File: config.mk
export PLATFORM = sky130hd
export DESIGN_NAME = dss_ctrl
export DESIGN_NICKNAME = d
export VERILOG_FILES = /design/src/hdl/dss_pkg.sv /design/src/hdl/dss_sync.sv /design/src/hdl/dss_mode_dec.sv /design/src/hdl/dss_ctrl.sv
export SDC_FILE = /design/constraint.sdc
export NUM_CORES = 1
export LEC_CHECK = 0
export ABC_AREA = 1
export BUFFER_PORTS_ARGS = -buffer_cell sky130_fd_sc_hd__buf_4
export CAP_MARGIN = 25
export CORE_UTILIZATION = 45
export DETAILED_ROUTE_END_ITERATION = 8
export PLACE_DENSITY = 0.71
export REMOVE_ABC_BUFFERS = 1
export SYNTH_ARGS = -nofsm -noshare
export SYNTH_HDL_FRONTEND = slang
export SYNTH_SLANG_ARGS = --single-unit
File: constraint.sdc
create_clock -name core_clk -period 1.4 [get_ports core_clk]
set_clock_uncertainty 0.1 [all_clocks]
set_input_delay 0.07 -clock core_clk [delete_from_list [all_inputs] [get_ports core_clk]]
set_output_delay 0.07 -clock core_clk [all_outputs]
set_load 0.02 [all_outputs]
File: src/hdl/dss_pkg.sv
// Package for the drive start/stop input mode logic: modes, states, timing
package dss_pkg;

  localparam int MODE_W = 4;

  typedef enum logic [3:0] {
    DSS_MODE_THREE_WIRE = 4'h0,
    DSS_MODE_TWO_WIRE   = 4'h1,
    DSS_MODE_KEYPAD     = 4'h2,
    DSS_MODE_MOMENTARY  = 4'h3,
    DSS_MODE_RAMP_SEL   = 4'h4,
    DSS_MODE_ENABLE     = 4'h5,
    DSS_MODE_SRC_SEL    = 4'h6,
    DSS_MODE_FREQ_SEL   = 4'h7,
    DSS_MODE_PRESET     = 4'h8,
    DSS_MODE_PI         = 4'h9
  } dss_mode_e;

  localparam logic [3:0] MODE_RESET = 4'h0;
  localparam logic [3:0] MODE_LAST  = 4'h9;

  // Run state machine
  typedef enum logic [1:0] {
    DSS_ST_IDLE  = 2'b00,
    DSS_ST_RUN   = 2'b01,
    DSS_ST_ARMED = 2'b10
  } dss_state_e;

  // Stop kind presented with the run flag
  typedef enum logic [1:0] {
    DSS_STOP_NONE  = 2'b00,
    DSS_STOP_MODE  = 2'b01,
    DSS_STOP_COAST = 2'b10
  } dss_stop_e;

  // Discrete control inputs, all active high (stop is active when its contact opens)
  typedef struct packed {
    logic run_fwd;
    logic run_rev;
    logic start;
    logic stop;
    logic term8;
  } dss_pins_s;

  localparam int PINS_W = 5;

  // Keypad or communication port commands, one-cycle pulses except reverse
  typedef struct packed {
    logic start;
    logic stop;
    logic reverse;
  } dss_port_s;

  // Synchroniser depth
  localparam int SYNC_STAGES = 2;

endpackage : dss_pkg

File: src/hdl/dss_sync.sv
// Two-stage synchroniser and edge detector for the discrete control inputs
`timescale 1ns/1ps
`default_nettype none
module dss_sync (
  input  wire logic                     core_clk,
  input  wire logic                     rst_n,
  input  wire dss_pkg::dss_pins_s       pins_in,
  output var  dss_pkg::dss_pins_s       pins_sync,
  output var  dss_pkg::dss_pins_s       pins_rise
);

  typedef struct packed {
    dss_pkg::dss_pins_s s1;
    dss_pkg::dss_pins_s s2;
    dss_pkg::dss_pins_s s3;
  } dss_sync_s;

  dss_sync_s st_reg;
  dss_sync_s st_next;

  always_comb begin
    st_next    = st_reg;
    st_next.s1 = pins_in;
    st_next.s2 = st_reg.s1;
    st_next.s3 = st_reg.s2;
  end

  always_ff @(posedge core_clk) begin
    if (!rst_n) begin
      st_reg <= '0;
    end else begin
      st_reg <= st_next;
    end
  end

  // Edges look only at the second and third stages
  assign pins_sync = st_reg.s2;
  assign pins_rise = st_reg.s2 & ~st_reg.s3;

endmodule : dss_sync
`default_nettype wire

File: src/hdl/dss_mode_dec.sv
// Decoder of the input-mode setting into control permissions
`timescale 1ns/1ps
`default_nettype none
module dss_mode_dec (
  input  wire logic [3:0] mode,
  input  wire logic       legacy_fw,
  output logic            mode_valid,
  output logic            two_wire,
  output logic            level_run,
  output logic            from_port,
  output logic            serial_ok,
  output logic            pi_ok
);

  always_comb begin
    mode_valid = (mode <= dss_pkg::MODE_LAST);
    two_wire   = 1'b0;
    level_run  = 1'b0;
    from_port  = 1'b0;
    serial_ok  = 1'b0;
    pi_ok      = 1'b0;
    case (mode)
      dss_pkg::DSS_MODE_THREE_WIRE: begin
        pi_ok = !legacy_fw;
      end
      dss_pkg::DSS_MODE_KEYPAD: begin
        from_port = 1'b1;
        serial_ok = 1'b1;
        pi_ok     = !legacy_fw;
      end
      dss_pkg::DSS_MODE_MOMENTARY: begin
        level_run = 1'b1;
        pi_ok     = !legacy_fw;
      end
      dss_pkg::DSS_MODE_TWO_WIRE,
      dss_pkg::DSS_MODE_RAMP_SEL,
      dss_pkg::DSS_MODE_ENABLE,
      dss_pkg::DSS_MODE_FREQ_SEL: begin
        two_wire = 1'b1;
        pi_ok    = !legacy_fw;
      end
      dss_pkg::DSS_MODE_SRC_SEL: begin
        two_wire  = 1'b1;
        serial_ok = 1'b1;
        pi_ok     = !legacy_fw;
      end
      dss_pkg::DSS_MODE_PRESET: begin
        two_wire = 1'b1;
        pi_ok    = 1'b0;
      end
      dss_pkg::DSS_MODE_PI: begin
        two_wire = 1'b1;
        pi_ok    = 1'b1;
      end
      default: begin
        two_wire = 1'b0;
      end
    endcase
    // Factory mode listens to the terminals alone, whatever the firmware
    if (!legacy_fw && mode != dss_pkg::DSS_MODE_THREE_WIRE) begin
      serial_ok = 1'b1;
    end
  end

endmodule : dss_mode_dec
`default_nettype wire

File: src/hdl/dss_ctrl.sv
// Start, stop and direction command logic selected by the input-mode setting
`timescale 1ns/1ps
`default_nettype none
module dss_ctrl (
  input  wire logic               core_clk,
  input  wire logic               rst_n,
  input  wire dss_pkg::dss_pins_s pins_in,
  input  wire dss_pkg::dss_port_s port_cmd,
  input  wire dss_pkg::dss_port_s serial_cmd,
  input  wire logic [3:0]         mode_wdata,
  input  wire logic               mode_we,
  input  wire logic               legacy_fw,
  input  wire logic               pi_request,
  input  wire logic [1:0]         stop_mode_setting,
  output logic                    run_req,
  output logic                    run_dir_rev,
  output logic [1:0]              stop_kind,
  output logic [1:0]              stop_mode_out,
  output logic                    ramp_set2,
  output logic                    pi_active,
  output logic [3:0]              input_mode_setting,
  output logic                    mode_reject
);

  typedef struct packed {
    logic [3:0]          mode;
    dss_pkg::dss_state_e state;
    logic                dir_rev;
    logic [1:0]          stop_kind;
    logic [1:0]          stop_mode;
    logic                ramp2;
    logic                pi;
    logic                reject;
  } dss_ctrl_s;

  dss_ctrl_s          st_reg;
  dss_ctrl_s          st_next;
  dss_pkg::dss_pins_s pins_sync;
  dss_pkg::dss_pins_s pins_rise;
  logic               mode_valid;
  logic               wr_valid;
  logic               two_wire;
  logic               level_run;
  logic               from_port;
  logic               serial_ok;
  logic               pi_ok;

  dss_sync u_sync (
    .core_clk  (core_clk),
    .rst_n     (rst_n),
    .pins_in   (pins_in),
    .pins_sync (pins_sync),
    .pins_rise (pins_rise)
  );

  dss_mode_dec u_dec (
    .mode       (st_reg.mode),
    .legacy_fw  (legacy_fw),
    .mode_valid (mode_valid),
    .two_wire   (two_wire),
    .level_run  (level_run),
    .from_port  (from_port),
    .serial_ok  (serial_ok),
    .pi_ok      (pi_ok)
  );

  assign wr_valid = (mode_wdata <= dss_pkg::MODE_LAST);

  always_comb begin
    logic stop_now;
    logic coast;
    logic start_fwd;
    logic start_rev;
    logic held;
    logic ser_start;
    logic ser_stop;
    stop_now  = 1'b0;
    coast     = 1'b0;
    start_fwd = 1'b0;
    start_rev = 1'b0;
    held      = pins_sync.run_fwd | pins_sync.run_rev;
    ser_start = serial_ok & serial_cmd.start;
    ser_stop  = serial_ok & serial_cmd.stop;
    st_next   = st_reg;
    st_next.reject = 1'b0;

    // Mode changes only while stopped so a live run never changes its rules
    if (mode_we) begin
      if (wr_valid && st_reg.state != dss_pkg::DSS_ST_RUN) begin
        st_next.mode = mode_wdata;
      end else begin
        st_next.reject = 1'b1;
      end
    end

    if (from_port) begin
      // Terminal start and reverse ignored; terminal stop still acts
      stop_now  = pins_sync.stop | port_cmd.stop | ser_stop;
      start_fwd = (port_cmd.start & ~port_cmd.reverse) | (ser_start & ~serial_cmd.reverse);
      start_rev = (port_cmd.start & port_cmd.reverse) | (ser_start & serial_cmd.reverse);
    end else if (level_run) begin
      stop_now  = pins_sync.stop | ser_stop;
      start_fwd = pins_sync.run_fwd;
      start_rev = pins_sync.run_rev & ~pins_sync.run_fwd;
    end else if (two_wire) begin
      stop_now  = pins_sync.stop | ser_stop;
      if (st_reg.mode == dss_pkg::DSS_MODE_ENABLE && !pins_sync.term8) begin
        stop_now = 1'b1;
        coast    = 1'b1;
      end
      if (st_reg.state == dss_pkg::DSS_ST_RUN && !held) begin
        stop_now = 1'b1;
      end
      // Only a fresh edge starts; a held input after a stop is ignored
      start_fwd = pins_rise.run_fwd | (ser_start & ~serial_cmd.reverse);
      start_rev = pins_rise.run_rev | (ser_start & serial_cmd.reverse);
    end else if (mode_valid) begin
      // Three-wire: start pulse latches run, direction from run reverse level
      stop_now  = pins_sync.stop | ser_stop;
      start_fwd = pins_rise.start & ~pins_sync.run_rev;
      start_rev = pins_rise.start & pins_sync.run_rev;
      start_fwd = start_fwd | (pins_rise.run_fwd & ~pins_sync.run_rev);
      start_rev = start_rev | pins_rise.run_rev;
    end else begin
      stop_now = 1'b1;
    end

    // Ramp set follows terminal 8 only in ramp-select mode
    st_next.ramp2 = (st_reg.mode == dss_pkg::DSS_MODE_RAMP_SEL) & pins_sync.term8;
    st_next.pi    = pi_ok & pi_request;

    case (st_reg.state)
      dss_pkg::DSS_ST_IDLE: begin
        if (!stop_now && (start_fwd || start_rev)) begin
          st_next.state     = dss_pkg::DSS_ST_RUN;
          st_next.dir_rev   = start_rev;
          st_next.stop_kind = dss_pkg::DSS_STOP_NONE;
        end
      end
      dss_pkg::DSS_ST_RUN: begin
        if (stop_now) begin
          st_next.state     = dss_pkg::DSS_ST_IDLE;
          st_next.dir_rev   = 1'b0;
          st_next.stop_kind = coast ? dss_pkg::DSS_STOP_COAST : dss_pkg::DSS_STOP_MODE;
          st_next.stop_mode = stop_mode_setting;
        end else if (level_run || two_wire) begin
          // Direction tracks the held input in level mode; in two-wire modes forward follows the level, reverse needs a fresh edge
          if (start_rev && !pins_sync.run_fwd) begin
            st_next.dir_rev = 1'b1;
          end else if (pins_sync.run_fwd) begin
            st_next.dir_rev = 1'b0;
          end
        end else if (from_port && (port_cmd.start || ser_start)) begin
          st_next.dir_rev = start_rev;
        end
      end
      default: begin
        st_next.state = dss_pkg::DSS_ST_IDLE;
      end
    endcase
  end

  always_ff @(posedge core_clk) begin
    if (!rst_n) begin
      st_reg.mode      <= dss_pkg::MODE_RESET;
      st_reg.state     <= dss_pkg::DSS_ST_IDLE;
      st_reg.dir_rev   <= 1'b0;
      st_reg.stop_kind <= dss_pkg::DSS_STOP_NONE;
      st_reg.stop_mode <= 2'h0;
      st_reg.ramp2     <= 1'b0;
      st_reg.pi        <= 1'b0;
      st_reg.reject    <= 1'b0;
    end else begin
      st_reg <= st_next;
    end
  end

  assign run_req            = (st_reg.state == dss_pkg::DSS_ST_RUN);
  assign run_dir_rev        = st_reg.dir_rev;
  assign stop_kind          = st_reg.stop_kind;
  assign stop_mode_out      = st_reg.stop_mode;
  assign ramp_set2          = st_reg.ramp2;
  assign pi_active          = st_reg.pi;
  assign input_mode_setting = st_reg.mode;
  assign mode_reject        = st_reg.reject;

endmodule : dss_ctrl
`default_nettype wire

== After elaboration in Yosys (flattened, before gate mapping) ==
Cells that the tools add are included.
Storage, ports and cells
  register bits: 29
  bits in latches: 0
  memory bits (writable): 0
  ROM bits: 0
  input port bits: 22
  output and inout port bits: 13
  word-level logic and storage cells: 132
  memories kept: 0
Operators by class
  add/subtract/negate cells: 0
  $mul: 0
  divide/modulo/power cells: 0
  $lt $le $gt $ge: 2
  equal/unequal tests: 15
  shift-type cells: 0
  mux-type cells: 36
  bitwise operators: 28
  reduce and logical (&&, ||, !) cells: 28
Operators by type and width (count)
  $mux W1: 29
  $eq A4 B3 Y1 const B: 4
  $and A1 B1 Y1: 12
  $or A1 B1 Y1: 10
  $eq A4 B2 Y1 const B: 2
  $eq A4 B4 Y1 const B: 2
  $le A4 B4 Y1 const B: 2
  $reduce_and A2 Y1: 4
  $reduce_or A8 Y1: 1
  $logic_and A1 B1 Y1: 7
  $reduce_or A7 Y1: 1
  $pmux W3 S2: 1
  $and A5 B5 Y5: 1
  $logic_not A1 Y1: 5
  $mux W5: 1
  $ne A5 B3 Y1 const B: 1
  $not A5 Y5: 1
  $eq A4 B1 Y1 const B: 1
  $logic_not A4 Y1: 1
  $mux W2: 2
  $mux W4: 1
  $ne A2 B1 Y1 const B: 2
  $ne A4 B1 Y1 const B: 1
  $not A1 Y1: 4
  11 further kinds: 13

== Longest topological paths before layout ==
Gate-level depths: netlist (run 1).
  depth in word-level cells: 15
  mapped depth: 16
  mapped depth without buffers: 16

== Modules after synthesis ==
Synthesis (run 1) repeated with hierarchy kept, for this count alone.
Unflattened totals
  cells, all modules: 200
  area total of the unflattened synthesis: 1315.0 µm²
By module, submodules not included
  dss_ctrl: instances 1, cells an instance 120, area each 735.7 µm², sequential area each 260.2 µm²
  dss_sync: instances 1, cells an instance 61, area each 499.2 µm², sequential area each 300.3 µm²
  dss_mode_dec: instances 1, cells an instance 19, area each 80.1 µm², sequential area each 0.0 µm²

== Worst setup path after synthesis (run 1) ==
Ideal clock, no wire load.
  path kind: reg2reg
  from: reg input_mode_setting[2] (netlist name)
  to: reg st_reg, in the netlist run_dir_rev
  setup time: 115 ps
  arrival time: 1458 ps
  path slack: -273 ps
  stages on the path, launching flop included: 16
  period minus slack after synthesis: 1673 ps
  path through: dfxtp_1 inv_2 nor2_2 inv_2 nand2_4 inv_2 nor2_2 nand2_1 nand2_1 nand2_1 nand2_2 nand2_2 nand2_2 nand2_2 a21oi_1 nor2_1
Between the ends
  word-level cells in the longest chain between the ends: 15
  elaborated cells between the ends (all ways): 61
  those cells by class: order compare: 1; eq/ne: 12; mux: 25; bitwise: 10; reduce/logical: 13
Ends and longest elaborated chain
  $eq A4 B2 Y1 / $eq A4 B3 Y1 (equally long branches): RTL line dss_mode_dec.sv:22  | case (mode)
  $reduce_or A2 Y1 (no source line)
  $mux W1: RTL line dss_mode_dec.sv:22
  $mux W1: RTL line dss_mode_dec.sv:60  | if (!legacy_fw && mode != dss_pkg::DSS_MODE_THREE_WIRE) begin
  $and A1 B1 Y1, on equally long branches: RTL line dss_ctrl.sv:82, dss_ctrl.sv:83
  $and A1 B1 Y1 / $or A1 B1 Y1 (equally long branches)
  $or A1 B1 Y1 / $mux W1 (equally long branches): RTL line dss_ctrl.sv:116, dss_ctrl.sv:107
  $mux W1, on equally long branches: RTL line dss_ctrl.sv:105, dss_ctrl.sv:111
  $mux W1, on equally long branches: RTL line dss_ctrl.sv:101, dss_ctrl.sv:105
  $mux W1, on equally long branches: RTL line dss_ctrl.sv:96, dss_ctrl.sv:101
  $logic_and A1 B1 Y1 / $mux W1 (equally long branches): RTL line dss_ctrl.sv:148, dss_ctrl.sv:96
  $mux W1 / $logic_not A1 Y1 (equally long branches): RTL line dss_ctrl.sv:148, dss_ctrl.sv:134
  $mux W1 / $logic_and A1 B1 Y1 (equally long branches): RTL line dss_ctrl.sv:146, dss_ctrl.sv:134
  $mux W1 / $ne A2 B2 Y1 (equally long branches)
  $pmux W3 S2 / $reduce_and A4 Y1 (equally long branches)
  to (signal assigned): RTL line dss_ctrl.sv:174  | st_reg <= st_next;
  to (decl): RTL line dss_ctrl.sv:36  | dss_ctrl_s st_reg;
Several ways; a longest one is shown, not always the timed one. The select of a mux whose other input is x is not followed.
A chain may end at the register's enable or synchronous reset.

== Worst setup path after layout (run 1) ==
  from: reg input_mode_setting[0] (netlist name)
  to: reg stop_kind[0] (netlist name)
Between the ends
  word-level cells in the longest chain between the ends: 15
  elaborated cells between the ends (all ways): 57
  those cells by class: order compare: 1; eq/ne: 11; mux: 26; bitwise: 10; reduce/logical: 9
Ends and longest elaborated chain
  $eq A4 B2 Y1 / $eq A4 B3 Y1 (equally long branches): RTL line dss_mode_dec.sv:22
  $reduce_or A2 Y1 (no source line)
  $mux W1: RTL line dss_mode_dec.sv:22
  $mux W1: RTL line dss_mode_dec.sv:60
  $and A1 B1 Y1: RTL line dss_ctrl.sv:83  | ser_stop = serial_ok & serial_cmd.stop;
  $or A1 B1 Y1: RTL line dss_ctrl.sv:102, dss_ctrl.sv:106, dss_ctrl.sv:119
  $mux W1: RTL line dss_ctrl.sv:107  | if (st_reg.mode == dss_pkg::DSS_MODE_ENABLE && !pins_sync.term8) begin
  $mux W1: RTL line dss_ctrl.sv:111  | if (st_reg.state == dss_pkg::DSS_ST_RUN && !held) begin
  $mux W1: RTL line dss_ctrl.sv:105  | end else if (two_wire) begin
  $mux W1: RTL line dss_ctrl.sv:101  | end else if (level_run) begin
  $mux W1: RTL line dss_ctrl.sv:96  | if (from_port) begin
  $logic_not A1 Y1: RTL line dss_ctrl.sv:134  | if (!stop_now && (start_fwd || start_rev)) begin
  $logic_and A1 B1 Y1: RTL line dss_ctrl.sv:134
  $ne A2 B2 Y1 (no source line)
  $reduce_and A3 Y1 (no source line)
Several ways; a longest one is shown, not always the timed one. The select of a mux whose other input is x is not followed.

==> metrics.md, run 1 <==
| Metric | Value |
|---|---|
| Chip Height | 53.6 um |
| Fraction of registers with async set/reset | 0% |
| Top post-synthesis cells by area | sky130_fd_sc_hd__dfxtp_1, sky130_fd_sc_hd__nand2_1, sky130_fd_sc_hd__inv_1 |
| Leak Pwr | 0.00103 uW |
| First DRT Iteration DRCs | 36 |
| Vias in the first global route | 1268 |
| Cell types with the highest counts after synthesis | sky130_fd_sc_hd__nand2_1, sky130_fd_sc_hd__inv_1, sky130_fd_sc_hd__dfxtp_1 |
| Final Hold Violating Endpoints | 0 |
| Final worst-path cycle share | 124% |
| Number of cells in the finished layout apart from fillers | approximately 290 |
| Fmax | 0.575 GHz |
| H-tree Lvls | 1 |
| Setup slack at placement | -0.341 ns |
| Final setup TNS | -1.63 ns |
| Largest net degree at the start of global routing | 23 |
| Antenna Nets Post-Route | 0 |
| Number of distinct library cells after synthesis | 19 |
| Clock latency reported for the late side of the worst-skew pair | between 0.3 and 0.4 ns |
| Global routing's busiest layer | met2 |
| Number of max-cap violations | 0 |
| Number of remaining DRC errors | 0 |
| Vias/cell | between 4 and 5 |
| Overall Power | 2290 uW |
| GRT met3 Usage | 3.39% |
| Max transition margin | about 80% |
| Crit Path Category | reg2reg |
| Slowest Stage Delay on Critical Path | 0.39 ns |
| Run status | finished with violations |
| Basic-gate share of the synthesized area counting and, or, nand and nor cells | 32.1% |
| Top flip-flop cell by instance count after synthesis | sky130_fd_sc_hd__dfxtp_1 |
| Total standard cell area after synthesis | 1200 um2 |
| Via count | 1409 |
| Post-synthesis compound-gate area fraction | around an eighth |
| Cell-by-cell listing of the critical path | inv_2 > nor2_2 > nand3_1 > o21ai_0 > a21oi_1 > nand3_2 > nor2_1 > inv_1 > nand2_4 > nand2_2 > a21oi_2 |
| Setup slack after layout | -0.339 ns |
| Register clock-pin slew on the reported worst setup and hold paths | 0.14 ns |
| Combinational family with the most area after synthesis | simple AND/OR/NAND/NOR gates |
| Total of buffers placed on input and output ports | 34 |
| Wirelength per Cell | 11.8 um |
| Row count | 18 |
| Share of synthesized area occupied by flip-flops and latches | 43.5% |
| Post-synthesis mux area share | 0% |
| Synthesis warning total | 0 |
| Worst-Margin Slew | 0.301 ns |
| Area share of fa/ha/maj cells after synthesis | 0% |
| Class of the tightest hold or removal check | in2reg |
| Number of antenna violations at the first check in global routing | 0 |
| Number of max-slew violations in the final report | 0 |
| Grt met1 use | between 20% and 30% |
| Number of sinks on the clock net | 26 |
| Fraction of final layout cells with drive strength greater than 1 | 40.5% |
| Slowest stage cell on the critical path | sky130_fd_sc_hd__dfxtp_4 |
| Critical path launch point type | flop |
| Cells after synthesis | roughly 180 |
| Capturing element type of the critical path | flop |
| Buffer and inverter count on the worst path | 2 |
| First-pass GRT wire length | 5110 um |
| Most numerous cell in the Yosys netlist | sky130_fd_sc_hd__nand2_1 |
| Fraction of synthesized cell area taken by the top area cell type | about 43% |
| Met2 routing resource usage after global routing | 47.1% |
| Mean post-synth cell area | 6.69 um2 |
| ANT cells | 0 |
| Xor and xnor fraction of the mapped netlist area | 0% |
| IR drop worst, VDD | 0.975 mV |
| Global-route total usage across every layer | 25.2% |
| Starting density of the core | 47.9% |
| Total number of nets in the final design | 280 |
| Max Root-Sink Buffers | 2 |
| Synth area leader | sky130_fd_sc_hd__dfxtp_1 |
| Die boundary width | 53.6 um |
| Kind of cell adding the most delay to the critical path | simple AND/OR/NAND/NOR gates |
| Signed area change from the synthesized netlist to the final layout | 68.4% |
| Count of boundary I/O pins | 35 |
| Register bit count reported by yosys | 26 |
| Clock tree from TritonCTS | done |
| Violated checks | setup timing |
| Final HPWL from detailed placement | 2030 um |
| Required time of the critical path | 1.57 ns |
| Core area | about 2500 um2 |
| DIE AREA | roughly 2900 um2 |
| Number of cells after detailed placement | 260 |
| Gp weighted congestion | 0.853 |
| Arrival time worst endpoint | between 1.5 and 2 ns |
| Number of synthesized flops with an enable pin | 0 |
| Inserted Clock Buffers | 3 |
| Total power divided by cell area | 1140 nW/um2 |
| Minimum setup slack among reg-to-reg paths | -0.34 ns |
| Clk Tree Root Cell | sky130_fd_sc_hd__clkbuf_4 |
| Total of endpoints with negative setup slack in the final report | 6 |
| Total iterations of the first detailed-routing run | 4 |
| Unrepaired setup endpoints after global routing | true |
| Grt ovf | 0 |
| Biggest fanout along the worst timing path | 5 |
| Detailed Route WL | around 3400 um |
| Clock period minus worst slack | 1.74 ns |
| Fill cell count | 158 |
-- per-stage QoR --
stage	area, um2	hold slack, ns	util (%)
global route	2020	0.172	80.7
detailed placement	1630	0.156	65.0
global placement	1630	0.150	65.0
finish	2020	0.128	80.7
CTS	1940	0.111	77.7
floorplan	1190	0.0635	-
-- metal layers --
metal	routed length, um	up-vias
met5	0	-
met4	76	0
met3	153	8
met2	1810	45
met1	1350	657
li1	-	699
-- where the power goes --
group | switching, uW | internal (uW) | total [uW]
Combinational | 556 | 479 | 1040
Clock | 218 | 159 | 377
Sequential | 65.8 | 816 | 882
-- kinds of logic after synthesis --
| logic type | Yosys count |
|---|---|
| buffers and inverters | 40 |
| DFF | 26 |
| AOI/OAI and AO/OA | 27 |
| and+or+nand+nor | 86 |
-- timing repair --
item,4_1_cts,5_1_grt
buffers inserted,1,1
hold endpoints to repair,22,0
pin swaps,4,5
setup endpoints to repair,6,9
hold buffers,21,0
resized for setup,23,20
-- worst paths after layout --
check                                           start               endpoint  cells after the start
worst max-delay path            input_mode_setting[0]           stop_kind[0]                     11
worst min-delay path                    mode_wdata[1]  input_mode_setting[2]                      5
worst max register to register  input_mode_setting[0]           stop_kind[0]                     11
worst min register to register      u_sync.st_next[5]    u_sync.pins_sync[0]                      2
-- cell usage in the layout (no fill, tap or decap), types with 6 or more instances in the layout --
cell type	count
sky130_fd_sc_hd__inv_1	31
sky130_fd_sc_hd__nand2_1	32
sky130_fd_sc_hd__buf_4	53
sky130_fd_sc_hd__o21ai_0	8
sky130_fd_sc_hd__a21oi_1	9
sky130_fd_sc_hd__dfxtp_1	22
sky130_fd_sc_hd__a21oi_2	6
sky130_fd_sc_hd__dlygate4sd3_1	21
sky130_fd_sc_hd__nand2_2	12
sky130_fd_sc_hd__nor2_1	15
sky130_fd_sc_hd__nand3_1	8
-- area by class of cell --
type	instances	area (um2)	area share, %
sequential	26	536	26.6
clock buffer	4	36.3	1.80
tap	30	37.5	1.86
inverter	38	148	7.32
multi-input combinational	113	629	31.2
timing repair buffer	76	631	31.3
-- worst min-delay path: stages --
cell	delay, ns
sky130_fd_sc_hd__buf_4	0.08
sky130_fd_sc_hd__or2_2	0.11
sky130_fd_sc_hd__a21oi_1	0.08
sky130_fd_sc_hd__nand2_2	0.11
sky130_fd_sc_hd__a21oi_1	0.07
Note: power is estimated with default switching activity, not from simulation.
==> run 2: changes to the inputs <==
HOLD_SLACK_MARGIN = 0.05   (was not set)
TNS_END_PERCENT = 10   (was not set)
==> run 2 against run 1 <==
Effect of this change:
- the flow still finishes with violations (setup timing)
- design area decreased by 2.5%
- maximum frequency increased by 2.6%
- count of clock-buffer cells in the layout unchanged
- combinational power decreased by 7%
- critical path type unchanged
- critical path depth unchanged
- global-route usage decreased by 0.86 points
==> metrics.md, run 2 (same netlist as run 1, synthesis figures left out) <==
| Metric | Value |
|---|---|
| Minimum setup slack among reg-to-reg paths | -0.29 ns (+0.04 ns) |
| Wirelength per Cell | 11.2 um (-5.5%) |
| Signed area change from the synthesized netlist to the final layout | 64.2% |
| Clk Tree Root Cell | sky130_fd_sc_hd__clkbuf_4 |
| Overall Power | 2210 uW (-3.4%) |
| Largest net degree at the start of global routing | 23 (unchanged) |
| ANT cells | 0 (unchanged) |
| DIE AREA | 2870 um2 (unchanged) |
| Capturing point of the worst reg2reg path | stop_kind[0] |
| Number of stages on the worst hold path | 5 (unchanged) |
| Number of cells after detailed placement | 260 (unchanged) |
| Vias in the first global route | 1248 (-1.6%) |
| Leak Pwr | 0.00102 uW (-1.2%) |
| Grt ovf | 0 (unchanged) |
| Clock period minus worst slack | 1.69 ns (-0.0438 ns) |
| Arrival time worst endpoint | 1.86 ns (-0.05 ns) |
| Violated checks | setup timing |
| Total of endpoints with negative setup slack in the final report | 6 (unchanged) |
| Chip Height | 53.6 um (unchanged) |
| Core area | 2500 um2 (unchanged) |
| Path depth of the worst reg2reg path | 11 (unchanged) |
| Detailed Route WL | 3200 um (-5.8%) |
| Number of max-slew violations in the final report | 0 (unchanged) |
| Number of cells in the finished layout apart from fillers | 286 (-0.35%) |
| Max Root-Sink Buffers | 2 (unchanged) |
| Antenna Nets Post-Route | 0 (unchanged) |
| Sink of the worst hold path | mode_reject |
| Via count | 1353 (-4.0%) |
| Crit Path Category | reg2reg |
| Origin of the critical flop-to-flop path | input_mode_setting[2] |
| Most common library cell in the layout ignoring fill and taps | sky130_fd_sc_hd__buf_4 |
| Total number of nets in the final design | 279 (-0.36%) |
| Cell-by-cell listing of the critical path | nor2_4 > nand2_1 > nand2_1 > nand2_2 > a21oi_1 > nand3_1 > nor2_1 > inv_1 > nand2_4 > nand2_2 > a21oi_2 |
| Slowest stage cell on the critical path | sky130_fd_sc_hd__dfxtp_4 |
| H-tree Lvls | 1 (unchanged) |
| Count of boundary I/O pins | 35 (unchanged) |
| Clock latency reported for the late side of the worst-skew pair | 0.31 ns (about the same) |
| Worst-Margin Slew | 0.314 ns (+0.0130 ns) |
| Global-route total usage across every layer | 24.3% (-0.86 points) |
| Final Hold Violating Endpoints | 0 (unchanged) |
| Inserted Clock Buffers | 3 (unchanged) |
| Unrepaired setup endpoints after global routing | true |
| First DRT Iteration DRCs | 25 (-31%) |
| Gp weighted congestion | 0.853 (unchanged) |
| Number of antenna violations at the first check in global routing | 0 (unchanged) |
| Total power divided by cell area | 1130 nW/um2 (-0.90%) |
| Number of max-cap violations | 0 (unchanged) |
| Vias/cell | 4.73 (-3.6%) |
| Capturing element type of the critical path | flop |
| First-pass GRT wire length | 4960 um (-2.8%) |
| Slowest Stage Delay on Critical Path | 0.40 ns (about the same) |
| Leading cell types in the layout, fill and taps excluded | sky130_fd_sc_hd__buf_4, sky130_fd_sc_hd__nand2_1, sky130_fd_sc_hd__inv_1 |
| Clock tree from TritonCTS | done |
| Number of remaining DRC errors | 0 (unchanged) |
| Total of buffers placed on input and output ports | 34 (unchanged) |
| Fraction of final layout cells with drive strength greater than 1 | 35.9% (-4.5 points) |
| Fmax | 0.590 GHz (+2.6%) |
| IR drop worst, VDD | 0.903 mV (-7.3%) |
| Total iterations of the first detailed-routing run | 4 (unchanged) |
| Final HPWL from detailed placement | 2030 um (unchanged) |
| Run status | finished with violations |
| Die boundary width | 53.6 um (unchanged) |
| Class of the tightest hold or removal check | in2reg |
| Register clock-pin slew on the reported worst setup and hold paths | 0.13 ns (about the same) |
| Number of sinks on the clock net | 26 (unchanged) |
| Worst Hold Launch | mode_wdata[1] |
| Required time of the critical path | 1.56 ns (about the same) |
| Biggest fanout along the worst timing path | 4 (-1) |
| Final worst-path cycle share | 121% (-3.1 points) |
| Critical path launch point type | flop |
| Max transition margin | 79.0% (-0.87 points) |
| Starting density of the core | 47.9% (unchanged) |
| Fill cell count | 173 (+9.5%) |
| Setup slack after layout | -0.295 ns (+0.0438 ns) |
| Row count | 18 (unchanged) |
run 2: worst max path at each step:
stage                                from      endpoint  slack [ns]  cells after the start
floorplan           input_mode_setting[2]   run_dir_rev       -0.27                     15
global placement    input_mode_setting[1]  stop_kind[0]       -0.26                     15
detailed placement  input_mode_setting[1]  stop_kind[1]       -0.34                     15
CTS                 input_mode_setting[2]  stop_kind[0]       -0.26                     15
global route        input_mode_setting[2]   run_dir_rev       -0.45                     16
finish              input_mode_setting[2]  stop_kind[0]       -0.29                     11
run 2: routing by layer:
layer / vias to the layer above / GRT usage, % / routed length [um]
met5: - / 0 / 0
met4: 0 / 13.6 / 81
met3: 10 / 3.67 / 106
met2: 39 / 43.5 / 1640
met1: 604 / 27.2 / 1370
li1: 700 / - / -
run 2: critical path: cells and delay by family (launching register included):
kind                   cells  cell delay (ns)
flip-flops                 1             0.40
AND/OR/NAND/NOR            8             0.78
buffers and inverters      1             0.11
AO/OA/AOI/OAI              2             0.26
run 2: layout make-up:
class	instances	area [um2]	area share, %
Timing Repair Buffer	75	619	31.5
Tap cell	30	37.5	1.91
Sequential cell	26	536	27.2
Clock buffer	4	36.3	1.85
Multi-Input combinational cell	113	589	30.0
Inverter	38	148	7.51
run 2: what timing repair did:
item	CTS	global route
endpoints found under the setup margin	6	9
resized for setup	12	16
endpoints found under the hold margin	22	0
buffers inserted	0	1
pin swaps	0	7
hold buffers	21	0
run 2: report_power, final:
part / total, uW / leakage [uW] / switching, uW / internal, uW
combinational: 967 / 0.000778 / 515 / 452
clock: 367 / 0.0000210 / 208 / 159
sequential: 881 / 0.000216 / 65.7 / 816
total: 2210 / 0.00102 / 789 / 1430
run 2: per-stage QoR:
step / area (um2) / setup TNS, ns / utilization, % / hold WS, ns / setup WS, ns
2_1_floorplan: 1190 / -1.18 / - / 0.0635 / -0.273
3_3_place_gp: 1630 / -1.37 / 65.0 / 0.150 / -0.265
3_5_place_dp: 1630 / -1.75 / 65.0 / 0.156 / -0.341
4_1_cts: 1900 / -1.27 / 76.1 / 0.111 / -0.262
5_1_grt: 1970 / -2.29 / 78.6 / 0.154 / -0.449
6_report: 1970 / -1.39 / 78.6 / 0.153 / -0.295
==> run 3: changes to the inputs <==
ABC_AREA = 0   (was 1)
CORE_UTILIZATION = 46   (was 45)
==> run 3 against run 2 <==
Effect of this change:
- the run still ends with setup timing left
- design area rose by 8.0%
- die area increased by 3.5%
- register-to-register slack lost 0.21 ns
- combinational power shrank 27%
- utilization rose by 4.8 points
- non-clock buffer count rose by 8
- cell count down 14%
- first-iteration DRC count grew 48%
- power fell by 7.7%
- global-route usage grew 6.3 points
- maximum frequency shrank 11%
- critical endpoint is now stop_mode_out[1]
- largest power group is now registers
==> metrics.md, run 3 <==
| Metric | Value |
|---|---|
| Synth area leader | sky130_fd_sc_hd__dfxtp_1 |
| Area share of fa/ha/maj cells after synthesis | 0% (unchanged) |
| Wirelength per Cell | 17.0 um (+53%) |
| Core area | 2540 um2 (+1.8%) |
| Inserted Clock Buffers | 3 (unchanged) |
| Number of remaining DRC errors | 0 (unchanged) |
| Clock tree from TritonCTS | done |
| Max Root-Sink Buffers | 2 (unchanged) |
| Number of max-cap violations | 0 (unchanged) |
| Crit Path Category | reg2reg |
| Top post-synthesis cells by area | sky130_fd_sc_hd__dfxtp_1, sky130_fd_sc_hd__and2_1, sky130_fd_sc_hd__mux2i_1 |
| Total of buffers placed on input and output ports | 34 (unchanged) |
| Total of endpoints with negative setup slack in the final report | 7 (+1) |
| Via count | 1381 (+2.1%) |
| Max transition margin | 72.8% (-6.2 points) |
| Capturing element type of the critical path | flop |
| Chip Height | 54.5 um (+1.7%) |
| Critical path launch point type | flop |
| Gp weighted congestion | 0.934 (+9.4%) |
| Detailed Route WL | 4190 um (+31%) |
| Synthesis warning total | 0 (unchanged) |
| Class of the tightest hold or removal check | in2reg |
| Leak Pwr | 0.000957 uW (-5.7%) |
| Clock period minus worst slack | 1.91 ns (+0.214 ns) |
| H-tree Lvls | 1 (unchanged) |
| Leading cell types in the layout, fill and taps excluded | sky130_fd_sc_hd__buf_4, sky130_fd_sc_hd__dfxtp_1, sky130_fd_sc_hd__dlygate4sd3_1 |
| Number of distinct library cells after synthesis | 43 (+24) |
| Starting density of the core | 49.9% (+2.0 points) |
| Fraction of final layout cells with drive strength greater than 1 | 43.1% (+7.1 points) |
| Worst-Margin Slew | 0.408 ns (+0.0936 ns) |
| Signed area change from the synthesized netlist to the final layout | 67.4% |
| Row count | 18 (unchanged) |
| Number of sinks on the clock net | 26 (unchanged) |
| Fraction of registers with async set/reset | 0% (unchanged) |
| Run status | finished with violations |
| Clock latency reported for the late side of the worst-skew pair | 0.32 ns (about the same) |
| Fmax | 0.524 GHz (-11%) |
| Post-placement cell area | 1700 um2 (+4.8%) |
| DIE AREA | 2970 um2 (+3.5%) |
| Total number of nets in the final design | 239 (-14%) |
| Register clock-pin slew on the reported worst setup and hold paths | 0.15 ns (+0.02 ns) |
| Mean post-synth cell area | 9.26 um2 (+38%) |
| Grt ovf | 0 (unchanged) |
| Count of boundary I/O pins | 35 (unchanged) |
| Total power divided by cell area | 963 nW/um2 (-15%) |
| Final Hold Violating Endpoints | 0 (unchanged) |
| Total iterations of the first detailed-routing run | 4 (unchanged) |
| Largest net degree at the start of global routing | 18 (-22%) |
| Top flip-flop cell by instance count after synthesis | sky130_fd_sc_hd__dfxtp_1 |
| First DRT Iteration DRCs | 37 (+48%) |
| Cells after synthesis | 137 (-23%) |
| Vias/cell | 5.61 (+19%) |
| Violated checks | setup timing |
| Unrepaired setup endpoints after global routing | true |
| Die boundary width | 54.5 um (+1.7%) |
| Setup slack after layout | -0.509 ns (-0.214 ns) |
| First-pass GRT wire length | 6200 um (+25%) |
| Most numerous cell in the Yosys netlist | sky130_fd_sc_hd__dfxtp_1 |
| Post-synthesis compound-gate area fraction | 19.3% (+7.4 points) |
| Post-synthesis mux area share | 5.52% (+5.5 points) |
| Fraction of synthesized cell area taken by the top area cell type | 41.0% (-2.4 points) |
| Biggest fanout along the worst timing path | 6 (+2) |
| Antenna Nets Post-Route | 0 (unchanged) |
| Arrival time worst endpoint | 2.02 ns (+0.16 ns) |
| Total standard cell area after synthesis | 1270 um2 (+6.0%) |
| Post-route cell area | 2120 um2 (+8.0%) |
| Number of max-slew violations in the final report | 0 (unchanged) |
| Most common library cell in the layout ignoring fill and taps | sky130_fd_sc_hd__buf_4 |
| ANT cells | 0 (unchanged) |
| Combinational family with the most area after synthesis | simple AND/OR/NAND/NOR gates |
| Global-route total usage across every layer | 30.6% (+6.3 points) |
| IR drop worst, VDD | 0.871 mV (-3.6%) |
| Cell types with the highest counts after synthesis | sky130_fd_sc_hd__dfxtp_1, sky130_fd_sc_hd__and2_1, sky130_fd_sc_hd__nor2_1 |
| Clk Tree Root Cell | sky130_fd_sc_hd__clkbuf_4 |
| Register bit count reported by yosys | 26 (unchanged) |
| Setup slack at placement | -0.611 ns (-0.270 ns) |
| Required time of the critical path | 1.51 ns (-0.05 ns) |
| Final worst-path cycle share | 136% (+15 points) |
| Vias in the first global route | 1310 (+5.0%) |
| Number of synthesized flops with an enable pin | 0 (unchanged) |
| Xor and xnor fraction of the mapped netlist area | 0% (unchanged) |
| Number of antenna violations at the first check in global routing | 0 (unchanged) |
| Basic-gate share of the synthesized area counting and, or, nand and nor cells | 28.8% (-3.3 points) |
| Share of synthesized area occupied by flip-flops and latches | 41.0% (-2.4 points) |
| Final HPWL from detailed placement | 2450 um (+21%) |
run 3: cell count changes after synthesis, sizes merged, moves of 6 or more:
cell	change
and2	+12
inv	-32
nor3	+6
nor2	-14
mux2i	+7
nand2	-40
nand3	-6
a21oi	-12
run 3: timing repair:
item                       CTS  global route
setup endpoints to repair    7            12
hold buffers                21             0
pin swaps                   13             0
hold endpoints to repair    21             0
resized for setup           27             7
setup buffers                3             0
run 3: path summary, 6_finish.rpt:
kind / from / endpoint / slack [ns] / cells past startpoint
hold / removal: serial_cmd[1] / st_reg[8] / 0.15 / 4
setup / recovery: input_mode_setting[2] / stop_mode_out[1] / -0.51 / 7
hold reg to reg: u_sync.st_next[8] / u_sync.pins_sync[3] / 0.35 / 1
setup reg to reg: input_mode_setting[2] / stop_mode_out[1] / -0.51 / 7
run 3: per-stage QoR:
step	power (uW)	setup TNS [ns]	util, %	instances	hold WS, ns
final	2050	-2.86	83.4	246	0.151
after global routing	2130	-3.30	83.4	246	0.154
after CTS	2010	-2.53	82.5	246	0.189
after detailed placement	1370	-3.35	67.0	218	0.181
after global placement	1350	-2.99	67.0	218	0.177
after floorplan	1100	-3.71	-	129	0.0861
run 3: worst max-delay path: stages, from the launching register on:
cell and delay (ns):
sky130_fd_sc_hd__dfxtp_4 0.39, sky130_fd_sc_hd__or2_4 0.27, sky130_fd_sc_hd__buf_6 0.13, sky130_fd_sc_hd__o21a_4 0.21
sky130_fd_sc_hd__o2111ai_4 0.28, sky130_fd_sc_hd__nand2_2 0.15, sky130_fd_sc_hd__mux2i_1 0.20, sky130_fd_sc_hd__nor2_1 0.07
run 3: area by class of cell:
| cell class | count | area [um2] |
|---|---|---|
| multi-input combinational | 97 | 792 |
| timing repair buffer | 83 | 687 |
| sequential | 26 | 532 |
| fill | 145 | 422 |
| tap | 30 | 37.5 |
| clock inverter | 1 | 30.0 |
| clock buffer | 3 | 22.5 |
| inverter | 6 | 22.5 |
run 3: routing by layer:
metal	wire, um	GRT usage (%)
met2	2110	54.3
met5	0	0
met3	294	5.00
met1	1690	36.5
met4	96	11.5
run 3: where the power goes:
part	internal [uW]	switching, uW	total (uW)
Clock	289	228	517
Combinational	367	338	706
Sequential	784	38.8	823
run 3: logic make-up (layout without fill, tap and decap cells):
| family | after synthesis | after routing |
|---|---|---|
| multiplexers | 7 | 7 |
| flip-flops | 26 | 26 |
| buffers and inverters | 14 | 93 |
| AND/OR/NAND/NOR | 61 | 61 |
| AO/OA/AOI/OAI | 29 | 29 |
